[config.mk]
export PLATFORM = sky130hd
export DESIGN_NAME = dmc_ctrl
export DESIGN_NICKNAME = d
export VERILOG_FILES = /design/src/dmc_pkg.sv /design/src/dmc_ctrl.sv
export VERILOG_INCLUDE_DIRS = /design/src
export SDC_FILE = /design/constraint.sdc
export NUM_CORES = 1
export LEC_CHECK = 0
export BUFFER_PORTS_ARGS = -buffer_cell sky130_fd_sc_hd__buf_2
export CELL_PAD_IN_SITES_DETAIL_PLACEMENT = 1
export CELL_PAD_IN_SITES_GLOBAL_PLACEMENT = 1
export CORE_MARGIN = 3
export CORE_UTILIZATION = 45
export CTS_CLUSTER_SIZE = 14
export DETAILED_ROUTE_END_ITERATION = 10
export GPL_ROUTABILITY_DRIVEN = 0
export PLACE_DENSITY_LB_ADDON = 0.1
export SLEW_MARGIN = 20
export SYNTH_ARGS = -nofsm -noshare
export SYNTH_HDL_FRONTEND = slang
export SYNTH_SLANG_ARGS = --single-unit
[constraint.sdc]
create_clock -name core_clk -period 3.1 [get_ports core_clk]
set_clock_uncertainty 0.15 [all_clocks]
set_input_delay 0.62 -clock core_clk [delete_from_list [all_inputs] [get_ports core_clk]]
set_output_delay 0.62 -clock core_clk [all_outputs]
set_load 0.05 [all_outputs]
[src/dmc_params.svh]
// timing counts, field positions and command encodings for the ddr mode/command controller
`ifndef DMC_PARAMS_SVH
`define DMC_PARAMS_SVH

// ----------------------------------------
// clock and timing
// ----------------------------------------
`define DMC_CLK_PERIOD_NS 25
`define DMC_TMRD_CYC 2
`define DMC_DLL_LOCK_CYC 200
`define DMC_TRP_NS 20
`define DMC_TRCD_NS 20
`define DMC_TRRD_NS 15
`define DMC_TWR_NS 15
`define DMC_TRP_CYC ((`DMC_TRP_NS + `DMC_CLK_PERIOD_NS - 1) / `DMC_CLK_PERIOD_NS)
`define DMC_TRCD_CYC ((`DMC_TRCD_NS + `DMC_CLK_PERIOD_NS - 1) / `DMC_CLK_PERIOD_NS)
`define DMC_TRRD_CYC ((`DMC_TRRD_NS + `DMC_CLK_PERIOD_NS - 1) / `DMC_CLK_PERIOD_NS)
`define DMC_TWR_CYC ((`DMC_TWR_NS + `DMC_CLK_PERIOD_NS - 1) / `DMC_CLK_PERIOD_NS)

// ----------------------------------------
// mode register fields and the a10 precharge-all position
// ----------------------------------------
`define DMC_MR_BL_LSB 0
`define DMC_MR_BT_POS 3
`define DMC_MR_CL_LSB 4
`define DMC_MR_TM_POS 7
`define DMC_MR_DLLRST_POS 8
`define DMC_EMR_DLLDIS_POS 0
`define DMC_AP_POS 10

// ----------------------------------------
// command pins {cs_n, ras_n, cas_n, we_n}
// ----------------------------------------
`define DMC_PIN_DESEL 4'h8
`define DMC_PIN_NOP 4'h7
`define DMC_PIN_MRS 4'h0
`define DMC_PIN_PRE 4'h2
`define DMC_PIN_ACT 4'h3
`define DMC_PIN_RD 4'h5
`define DMC_PIN_WR 4'h4

`endif

[src/dmc_pkg.sv]
// types shared by the ddr mode/command controller
package dmc_pkg;
   typedef enum logic [2:0] {
      DMC_OP_NOP = 3'h0,
      DMC_OP_MRS = 3'h1,
      DMC_OP_EMRS = 3'h2,
      DMC_OP_PRE = 3'h3,
      DMC_OP_ACT = 3'h4,
      DMC_OP_RD = 3'h5,
      DMC_OP_WR = 3'h6
   } dmc_op_t;

   typedef enum logic [1:0] {
      DMC_ST_IDLE = 2'h0,
      DMC_ST_WAIT = 2'h1
   } dmc_state_t;
endpackage

[src/dmc_ctrl.sv]
// ddr sdram command issuer: mode register programming, precharge, activate, read and write
// Summary of operation
// RULE1: mode write drives cs ras cas we ba0 low with opcode on address pins.
// RULE2: mode write only with all banks closed and cke high; emr first (not enforced: a mode write is accepted without a prior extended write).
// RULE3: mode write occupies two cycles; no other command meanwhile.
// RULE4: mode fields: length a0-a2, type a3, latency a4-a6, test a7, dll reset a8.
// RULE5: test mode bit a7 driven low on every mode write.
// RULE6: mode registers rewritten during operation only while all banks idle.
// RULE7: sequential bursts increment from start column, wrapping in aligned block.
// RULE8: interleave bursts xor start column with a counter.
// RULE9: mode write waits the precharge period after precharge.
// RULE10: extended mode write is the mode write with ba0 high.
// RULE11: extended register bit a0 enables or disables the dll.
// RULE12: extended write keeps all address pins except a0 and ba0 low.
// RULE13: extended write takes two cycles, all banks closed, cke high.
// RULE14: after dll enable, 200 cycles pass before any read.
// RULE15: dll re-enables itself on self refresh exit.
// RULE16: precharge is cs ras we low, cas high.
// RULE17: a10 high closes all banks; low selects one bank by ba.
// RULE18: write recovery time respected before precharging a written bank.
// RULE19: precharge period respected before reactivating the bank.
// RULE20: idle cycles drive nop; deselect ignored by device.
// RULE21: activate is cs ras low, cas we high, bank from ba.
// RULE22: bank activated first, activate-to-column delay before read or write.
// RULE23: bank closed before reactivation; activations spaced by bank-to-bank delay.
// RULE24: read length and latency follow the last mode write.
// RULE25: write length follows the last mode write.
// RULE26: read is cs cas low, ras we high.
// RULE27: write is cs cas we low, ras high.
// RULE28: mode codes follow the standard encoding for length, type and latency.
`timescale 1ns/100ps
`default_nettype none
`include "dmc_params.svh"

module dmc_ctrl
   import dmc_pkg::*;
#(
   parameter int ROW_W = 13,
   parameter int TRP_CYC = `DMC_TRP_CYC,
   parameter int TRCD_CYC = `DMC_TRCD_CYC,
   parameter int TRRD_CYC = `DMC_TRRD_CYC,
   parameter int TWR_CYC = `DMC_TWR_CYC
)
(
   // clock and reset
   input wire logic core_clk,
   input wire logic rst,
   // user request
   input wire logic req_valid,
   input wire logic [2:0] req_op,
   input wire logic [1:0] req_bank,
   input wire logic [ROW_W-1:0] req_addr,
   input wire logic req_all_banks,
   output logic req_ready,
   output logic req_reject,
   // programmed mode and open banks seen by the user
   output logic [2:0] mode_burst_len,
   output logic mode_interleave,
   output logic [2:0] mode_cas_lat,
   output logic dll_enabled,
   output logic [3:0] bank_open,
   // device pins
   output logic cke,
   output logic cs_n,
   output logic ras_n,
   output logic cas_n,
   output logic we_n,
   output logic [1:0] ba,
   output logic [ROW_W-1:0] addr
);

   // ----------------------------------------
   // request decode
   // ----------------------------------------
   localparam logic [7:0] TMRD_GAP = 8'(`DMC_TMRD_CYC - 1);
   localparam logic [7:0] DLL_LOCK = 8'(`DMC_DLL_LOCK_CYC);

   function automatic logic [7:0] sat_dec(input logic [7:0] v);
      sat_dec = (v == 8'h00) ? 8'h00 : v - 8'h01;
   endfunction

   function automatic logic [7:0] max8(input logic [7:0] a, input logic [7:0] b);
      max8 = (a > b) ? a : b;
   endfunction

   dmc_op_t op;
   dmc_state_t state_reg, state_next;
   logic [7:0] gap_reg;
   logic [7:0] dll_cnt_reg;
   logic [7:0] rrd_reg;
   logic [7:0] bank_tmr_reg [4];
   logic [3:0] written_reg;
   logic [3:0] open_reg;
   logic dll_on_reg;
   logic ready_reg, reject_reg;
   logic [3:0] pins_reg;
   logic [1:0] ba_reg;
   logic [ROW_W-1:0] addr_reg;
   logic [2:0] bl_reg, cl_reg;
   logic bt_reg;

   assign op = dmc_op_t'(req_op);

   wire all_idle = (open_reg == 4'h0);
   wire bank_is_open = open_reg[req_bank];
   wire bank_tmr_done = (bank_tmr_reg[req_bank] == 8'h00);
   wire all_tmr_done = (bank_tmr_reg[0] == 8'h00) && (bank_tmr_reg[1] == 8'h00)
                       && (bank_tmr_reg[2] == 8'h00) && (bank_tmr_reg[3] == 8'h00);
   wire any_written = |(written_reg & open_reg);
   wire go = req_valid && (state_reg == DMC_ST_IDLE);

   // mode writes only when idle with every precharge period spent [RULE2] [RULE6] [RULE9] [RULE13]
   wire mode_ok = all_idle && all_tmr_done;
   // precharge waits write recovery of every bank it closes [RULE18]
   wire pre_ok = req_all_banks ? (all_tmr_done || !any_written) : bank_tmr_done;
   // activate only a closed bank past its precharge period, spaced by rrd [RULE19] [RULE23]
   wire act_ok = !bank_is_open && bank_tmr_done && (rrd_reg == 8'h00);
   // column command only after the activate-to-column delay [RULE22]
   wire col_ok = bank_is_open && bank_tmr_done;
   // no read until the dll has locked [RULE14]
   wire rd_ok = col_ok && dll_on_reg && (dll_cnt_reg == 8'h00);

   logic accept;
   always_comb
   begin
      unique case (op)
         DMC_OP_NOP: accept = 1'b1;
         DMC_OP_MRS: accept = mode_ok;
         DMC_OP_EMRS: accept = mode_ok;
         DMC_OP_PRE: accept = pre_ok;
         DMC_OP_ACT: accept = act_ok;
         DMC_OP_RD: accept = rd_ok;
         DMC_OP_WR: accept = col_ok;
         default: accept = 1'b0;
      endcase
   end

   wire take = go && accept;
   wire refuse = go && !accept;

   // ----------------------------------------
   // pin encoding
   // ----------------------------------------
   logic [3:0] pins_next;
   logic [1:0] ba_next;
   logic [ROW_W-1:0] addr_next;
   always_comb
   begin
      pins_next = `DMC_PIN_NOP;   // idle cycles are nop [RULE20]
      ba_next = 2'h0;
      addr_next = '0;
      if (take)
      begin
         unique case (op)
            DMC_OP_NOP:
            begin
               pins_next = `DMC_PIN_NOP;
            end
            DMC_OP_MRS:
            begin
               pins_next = `DMC_PIN_MRS;   // [RULE1]
               ba_next = 2'h0;
               addr_next = req_addr;   // fields per standard layout [RULE4] [RULE28]
               addr_next[`DMC_MR_TM_POS] = 1'b0;   // [RULE5]
            end
            DMC_OP_EMRS:
            begin
               pins_next = `DMC_PIN_MRS;
               ba_next = 2'h1;   // [RULE10]
               addr_next[`DMC_EMR_DLLDIS_POS] = req_addr[`DMC_EMR_DLLDIS_POS];   // [RULE11] [RULE12]
            end
            DMC_OP_PRE:
            begin
               pins_next = `DMC_PIN_PRE;   // [RULE16]
               ba_next = req_bank;
               addr_next[`DMC_AP_POS] = req_all_banks;   // [RULE17]
            end
            DMC_OP_ACT:
            begin
               pins_next = `DMC_PIN_ACT;   // [RULE21]
               ba_next = req_bank;
               addr_next = req_addr;
            end
            DMC_OP_RD:
            begin
               pins_next = `DMC_PIN_RD;   // [RULE26]
               ba_next = req_bank;
               addr_next = req_addr;
               addr_next[`DMC_AP_POS] = 1'b0;
            end
            DMC_OP_WR:
            begin
               pins_next = `DMC_PIN_WR;   // [RULE27]
               ba_next = req_bank;
               addr_next = req_addr;
               addr_next[`DMC_AP_POS] = 1'b0;
            end
            default:
            begin
               pins_next = `DMC_PIN_NOP;
            end
         endcase
      end
   end

   // ----------------------------------------
   // sequencing
   // ----------------------------------------
   // mode writes hold off every command for the second cycle [RULE3] [RULE13]
   wire is_mode = take && ((op == DMC_OP_MRS) || (op == DMC_OP_EMRS));
   always_comb
   begin
      state_next = state_reg;
      unique case (state_reg)
         DMC_ST_IDLE: if (is_mode) state_next = DMC_ST_WAIT;
         DMC_ST_WAIT: if (gap_reg == 8'h00) state_next = DMC_ST_IDLE;
      endcase
   end

   wire [7:0] trp = 8'(TRP_CYC);
   wire [7:0] trcd = 8'(TRCD_CYC);
   wire [7:0] trrd = 8'(TRRD_CYC);
   wire [7:0] twr = 8'(TWR_CYC);
   wire pre_take = take && (op == DMC_OP_PRE);
   wire act_take = take && (op == DMC_OP_ACT);
   wire wr_take = take && (op == DMC_OP_WR);
   wire emrs_take = take && (op == DMC_OP_EMRS);
   wire mrs_take = take && (op == DMC_OP_MRS);

   always_ff @(posedge core_clk)
   begin
      if (rst)
      begin
         state_reg <= DMC_ST_IDLE;
         gap_reg <= 8'h00;
         rrd_reg <= 8'h00;
         dll_cnt_reg <= 8'h00;
         dll_on_reg <= 1'b0;
         open_reg <= 4'h0;
         written_reg <= 4'h0;
      end
      else
      begin
         state_reg <= state_next;
         gap_reg <= is_mode ? sat_dec(TMRD_GAP) : sat_dec(gap_reg);
         rrd_reg <= act_take ? sat_dec(trrd) : sat_dec(rrd_reg);
         if (emrs_take)
         begin
            dll_on_reg <= !req_addr[`DMC_EMR_DLLDIS_POS];
            dll_cnt_reg <= DLL_LOCK;   // lock window restarts on each dll enable [RULE14]
         end
         else
         begin
            dll_cnt_reg <= sat_dec(dll_cnt_reg);
         end
         if (act_take)
         begin
            open_reg[req_bank] <= 1'b1;
            written_reg[req_bank] <= 1'b0;
         end
         if (wr_take)
            written_reg[req_bank] <= 1'b1;
         if (pre_take)
         begin
            if (req_all_banks)
               open_reg <= 4'h0;
            else
               open_reg[req_bank] <= 1'b0;
         end
      end
   end

   // per bank timer: trcd after activate, twr after write, trp after precharge
   for (genvar b = 0; b < 4; b++)
   begin : g_bank
      wire hit = (req_bank == 2'(b)) || (pre_take && req_all_banks);
      always_ff @(posedge core_clk)
      begin
         if (rst)
            bank_tmr_reg[b] <= 8'h00;
         else if (hit && pre_take)
            bank_tmr_reg[b] <= max8(sat_dec(bank_tmr_reg[b]), sat_dec(trp));
         else if (hit && act_take)
            bank_tmr_reg[b] <= sat_dec(trcd);
         else if (hit && wr_take)
            bank_tmr_reg[b] <= twr;
         else
            bank_tmr_reg[b] <= sat_dec(bank_tmr_reg[b]);
      end
   end

   // the controller keeps a copy of the programmed mode for its user [RULE24] [RULE25]
   always_ff @(posedge core_clk)
   begin
      if (rst)
      begin
         bl_reg <= 3'h0;
         bt_reg <= 1'b0;
         cl_reg <= 3'h0;
      end
      else if (mrs_take)
      begin
         bl_reg <= req_addr[`DMC_MR_BL_LSB +: 3];
         bt_reg <= req_addr[`DMC_MR_BT_POS];   // sequential or interleave order [RULE7] [RULE8]
         cl_reg <= req_addr[`DMC_MR_CL_LSB +: 3];
      end
   end

   // ----------------------------------------
   // pin and status registers
   // ----------------------------------------
   // cke stays high after reset; power-down and self refresh are not issued here [RULE15]
   always_ff @(posedge core_clk)
   begin
      if (rst)
      begin
         pins_reg <= `DMC_PIN_DESEL;
         ba_reg <= 2'h0;
         addr_reg <= '0;
         ready_reg <= 1'b0;
         reject_reg <= 1'b0;
         cke <= 1'b0;
      end
      else
      begin
         pins_reg <= pins_next;
         ba_reg <= ba_next;
         addr_reg <= addr_next;
         ready_reg <= take;
         reject_reg <= refuse;
         cke <= 1'b1;
      end
   end

   assign {cs_n, ras_n, cas_n, we_n} = pins_reg;
   assign ba = ba_reg;
   assign addr = addr_reg;
   assign req_ready = ready_reg;
   assign req_reject = reject_reg;
   assign mode_burst_len = bl_reg;
   assign mode_interleave = bt_reg;
   assign mode_cas_lat = cl_reg;
   assign dll_enabled = dll_on_reg;
   assign bank_open = open_reg;

endmodule
`default_nettype wire

==> flow_summary.toml, run 1 <==
[power]
p_leak_nw = 2.25
ir_drop_mv = 0.379
pwr_density_cell_nw_per_um2 = 584

[sta]
fmax_mhz = 345
worst_pin_slew_ns = 0.599
post-route-period-util_pct = 93.6
hold_ws_ns = 0.299
period_needed_ns = 2.90
slew_headroom_pct = 60.1
setup_ws_ns = 0.198
tns_ns = 0
maxSlewViolCount = 0
setup_viol = 0
hold_viol = 0

[global_route]
grt_pass1_wl_um = 17800
grt_overflow = 0
grt_pass1_vias = 3698
grt_max_degree = 29
grt_use_total_pct = 19.9
antenna_found_initial = 0

[worst_setup_path]
cpPeakStageDelay_ns = 0.44
critPathMaxFanout = 6
r2r_cells = 9
crit_type = "reg2reg"
required_ns = 3.08
worstPathArrival_ns = 2.88
cpMaxStageDelayCell = "edfxtp_1"
cp_cell_sequence = "inv_1 -> ha_1 -> or3b_4 -> nor3_4 -> and3_1 -> a31oi_2 -> a21o_1 -> nor4b_2 -> mux2_2"
cp-start-kind = "register"
end_kind = "register"

[clock_network]
path_clk_slew_ns = 0.10
insertion_delay_ns = 0.36
clock_sinks = 95
root_buffer = "clkbuf_8"
cts_max_path_buffers = 2
cts_tree = "built"
h-tree-depth = 3
cts_buffers = 9
cts-hold-fix-buffers = 0

[drt]
first_pass_iters = 4
drc = 0
routedWlPerCell_um = 15.3
post_drt_via_cell_ratio = 5.12
drt_iter0_markers = 149
wl_um = 10400
dr_total_vias = 3479
ant_nets = 0

[placement]
port_buffers = 55
hpwl_um = 7940
post-place-ws_ns = -0.136

[layout]
syn_to_final_growth_pct = 20.0
antenna_cells = 0
largest_reg_flops = 32
layout-drive-gt1-share_pct = 20.1
final_nets = 581

[synthesis]
synth_area_leaders = "dfxtp_1 (29%), edfxtp_1 (22%), nor2_1 (6.5%), xnor2_1 (3.8%), ha_1 (3.7%)"
synth_edf_count = 32
yosysTopAreaCell = "dfxtp_1"
synthDistinctLibCells = 58
seq_area_frac_synth_pct = 50.3
syn_avg_cell_area_um2 = 10.0
synth_top_area_share_pct = 28.5
synthCells = 442
ys.flop_type = "dfxtp_1"
synth_async_sr_flop_share_pct = 0
ys_ff_latch = 95
syn_area_um2 = 4420
yosysWarnings = 0

[die]
die_x_um = 105
rows = 35
num_io_pins = 56
die_h_um = 105
die_area_um2 = 11000
coreArea_um2 = 9370
start_util_pct = 47.2

[run_status]
status = "completed"

[worst_hold_path]
whs_path_depth = 2
min_path_type = "in2reg"

[job]
maxCapViolCount = 0
## power by group
group          internal, mW  switching [mW]  total [mW]
clock                 0.394           0.478       0.871
sequential             1.42           0.101        1.52
combinational         0.302           0.400       0.702
## kinds of logic (layout without fill, tap and decap cells)
kind of cell / after synthesis / in the layout / share of synthesized area (%)
compound gates: 56 / 56 / 9.31
xor+xnor: 34 / 34 / 6.74
fa+ha+maj: 13 / 13 / 3.68
buf+inv: 33 / 111 / 2.89
flops: 95 / 95 / 50.3
mux: 16 / 16 / 3.94
other cells: 1 / 32 / 0.0849
simple gates: 194 / 194 / 23.1
## cell usage in the layout (no fill, tap or decap), types with 14 or more instances in the layout
master / instances
edfxtp_1: 32
nor2_1: 77
conb_1: 32
xor2_1: 15
xnor2_1: 19
buf_4: 20
buf_2: 55
nand2_1: 31
mux2i_1: 14
inv_1: 20
dfxtp_1: 63
## area by class of cell
type	count	area (um2)
multi-input cells	345	2210
repair buffers	75	425
flip-flops and latches	95	2220
fillers	1124	4070
clock buffers	9	124
well taps	129	161
inverters	20	75.1
clock inverters	7	87.6
## timing repair
| action | in CTS | in global routing |
|---|---|---|
| setup endpoints to repair | 16 | 31 |
| setup buffers | 1 | 1 |
| pin swaps | 1 | 1 |
| gates resized for setup | 3 | 2 |
| hold endpoints to repair | 0 | 0 |
## worst paths after layout
path | end | start | slack [ns]
worst min register to register | dll_cnt_reg[0] | dll_cnt_reg[0] | 0.30
worst max register to register | bank_tmr_reg[2][0] | bank_tmr_reg[0][0] | 0.20
worst min-delay path | addr[12] | req_addr[12] | 0.30
worst max-delay path | bank_tmr_reg[2][0] | bank_tmr_reg[0][0] | 0.20
## metal layers
metal	up-vias	part of all wire, %	global-route usage, %
met3	8	2.8	3.40
met1	1704	45	24.8
met5	-	0	0
met2	43	51	35.5
met4	0	0.99	4.97
li1	1724	-	-
## worst max-delay path: cells and delay by family, from the launching register on
family | cells | cell delay [ns]
AO/OA/AOI/OAI | 2 | 0.42
adder cells (fa/ha/maj) | 1 | 0.19
buffers and inverters | 1 | 0.11
flip-flops | 1 | 0.44
multiplexers | 1 | 0.35
AND/OR/NAND/NOR | 4 | 1.02
## synthesized netlist by cell type (3+ instances only)
master,count
clkbuf_1,10
and2_1,10
nor4_1,10
buf_2,3
nand2b_1,5
a21oi_1,13
nand3b_1,3
ha_1,13
and3_1,7
o311ai_0,4
nor2b_1,8
nand4b_1,3
or3_1,7
o31ai_1,5
nand2_1,31
o22ai_1,5
nand3_1,4
a31oi_1,5
mux2i_1,14
dfxtp_1,63
nor2_1,77
nor3_1,11
nor3b_1,4
o21ai_0,6
inv_1,20
edfxtp_1,32
xnor2_1,19
xor2_1,15
## stage by stage
stage	instance area (um2)	instances	power, mW	util (%)
5_1_grt	5300	680	3.28	56.6
2_1_floorplan	4540	473	2.04	-
6_report	5300	680	3.09	56.6
3_5_place_dp	5050	662	2.25	53.9
4_1_cts	5290	679	3.12	56.4
3_3_place_gp	5050	662	2.21	53.9
Note: power is estimated with default switching activity, not from simulation.
==> run 2, diff against run 1 <==
==> constraint.sdc (replaced) <==
create_clock -name core_clk -period 3.1 [get_ports core_clk]
set_clock_uncertainty 0.15 [all_clocks]
set_input_delay 0 -clock core_clk [delete_from_list [all_inputs] [get_ports core_clk]]
set_output_delay 0 -clock core_clk [all_outputs]
set_load 0.05 [all_outputs]
==> run 2 against run 1 <==
Net effect: worst hold slack got worse by 0.25 ns; utilization increased by 1.3 points; sequential power is essentially flat; sequential share of layout area fell by 0.95 points; non-clock buffer count is 13 higher; critical path depth stayed put; count of clock-buffer cells in the layout is the same; flip-flop and latch count unchanged; routed wire length up 1.0%; register-to-register slack hardly changed; final area rose by 2.3%; largest power group unchanged; highest routed layer unchanged.
==> flow_summary.toml, run 2 (synthesis results as in run 1) <==
[run_status]
status = "completed"

[drt]
ant_nets = 0
met2_length_um = 5230
routedWlPerCell_um = 15.2
drc = 0
first_pass_iters = 4
wl_met3_um = 291
wl_um = 10500
post_drt_via_cell_ratio = 5.11
drt_iter0_markers = 114
dr_total_vias = 3540
highest_layer = "met4"
wl_met1_um = 4860

[power]
pwr_density_cell_nw_per_um2 = 553
ir_drop_mv = 0.357
p_leak_nw = 2.29

[worst_setup_path]
end_kind = "register"
critPathMaxFanout = 6
cpPeakStageDelay_ns = 0.44
cp_cell_sequence = "inv_1 -> ha_1 -> or3b_4 -> nor3_4 -> and3_1 -> a31oi_2 -> a21o_1 -> nor4b_2 -> mux2_2"
worstPathArrival_ns = 2.87
cpMaxStageDelayCell = "edfxtp_1"
crit_type = "reg2reg"
cp-start-kind = "register"
required_ns = 3.09

[worst_hold_path]
min_path_type = "in2reg"

[die]
die_h_um = 105
start_util_pct = 47.2
rows = 35
num_io_pins = 56
die_area_um2 = 11000
coreArea_um2 = 9370
die_x_um = 105

[clock_network]
path_clk_slew_ns = 0.10
cts_buffers = 9
cts_tree = "built"
cts_max_path_buffers = 2
h-tree-depth = 3
clock_sinks = 95
root_buffer = "clkbuf_8"
insertion_delay_ns = 0.37

[placement]
port_buffers = 55
hpwl_um = 7550
placed_area_um2 = 5000
dp_cells = 655
post-place-ws_ns = -0.0247

[global_route]
antenna_found_initial = 0
grt_pass1_wl_um = 18600
grt_max_degree = 29
grt_overflow = 0
grt_use_total_pct = 20.6
grt_pass1_vias = 3769

[layout]
antenna_cells = 0
layout-drive-gt1-share_pct = 18.4
final_cell_mix = "nor2_1 (77), dfxtp_1 (63), buf_2 (55)"
largest_reg_flops = 32
layout_commonest_cell = "nor2_1"
post-route-util_pct = 57.9
fin_area_um2 = 5420
fin_cells = 693
final_nets = 594
syn_to_final_growth_pct = 22.7

[sta]
setup_ws_ns = 0.212
worst_pin_slew_ns = 0.615
maxSlewViolCount = 0
fmax_mhz = 346
setup_viol = 0
hold_viol = 0
period_needed_ns = 2.89
post-route-period-util_pct = 93.2
grt_setup_unrepaired = "false"
hold_ws_ns = 0.0492
slew_headroom_pct = 59.0

[job]
maxCapViolCount = 0
run 2: cell count changes in the layout (fill, tap and decap cells not counted):
| cell | delta |
|---|---|
| buf_4 | -7 |
| inv_8 | -1 |
| inv_6 | +2 |
| dlygate4sd3_1 | +20 |
| clkinv_2 | +1 |
| o311ai_0 | -1 |
| bufinv_16 | -1 |
| o311ai_1 | +1 |
| inv_4 | -1 |
run 2: layout make-up:
class / count / area, um2
repair buffers: 88 / 573
clock inverters: 7 / 62.6
inverters: 20 / 75.1
well taps: 129 / 161
clock buffers: 9 / 124
multi-input cells: 345 / 2210
flip-flops and latches: 95 / 2220
fillers: 1117 / 3950
run 2: path summary, 6_finish.rpt:
check,from,endpoint,slack [ns],depth (start not counted)
setup / recovery,bank_tmr_reg[0][0],bank_tmr_reg[2][0],0.21,9
hold / removal,req_valid,bank_open[2],0.05,4
setup reg to reg,bank_tmr_reg[0][0],bank_tmr_reg[2][0],0.21,9
hold reg to reg,dll_cnt_reg[0],dll_cnt_reg[0],0.30,1
run 2: metrics by stage:
| stage | setup TNS (ns) | power [mW] |
|---|---|---|
| finish | 0 | 3.00 |
| global route | 0 | 3.20 |
| CTS | 0 | 3.03 |
| detailed placement | -0.118 | 2.21 |
| global placement | 0 | 2.18 |
| floorplan | 0 | 2.04 |
run 2: critical path: cells and delay by family, from the launching register on:
family | cells | cell delay [ns]
simple gates | 4 | 1.04
flops | 1 | 0.44
fa+ha+maj | 1 | 0.17
mux | 1 | 0.36
buf+inv | 1 | 0.08
compound gates | 2 | 0.42
run 2: repair_timing:
action,4_1_cts,5_1_grt
hold buffers,20,0
setup endpoints to repair,12,28
hold endpoints to repair,33,0
buffers inserted,0,2
resized for setup,1,5
pin swaps,0,3
run 2: report_power, final:
group	internal [mW]	switching, mW
clock	0.310	0.484
sequential	1.42	0.101
combinational	0.299	0.385
total	2.03	0.969
run 2: routing by layer:
layer  global-route usage, %  up-vias
li1                        -     1746
met1                    27.3     1737
met2                    34.6       45
met3                    3.27       12
met4                    6.56        0
met5                       0        -
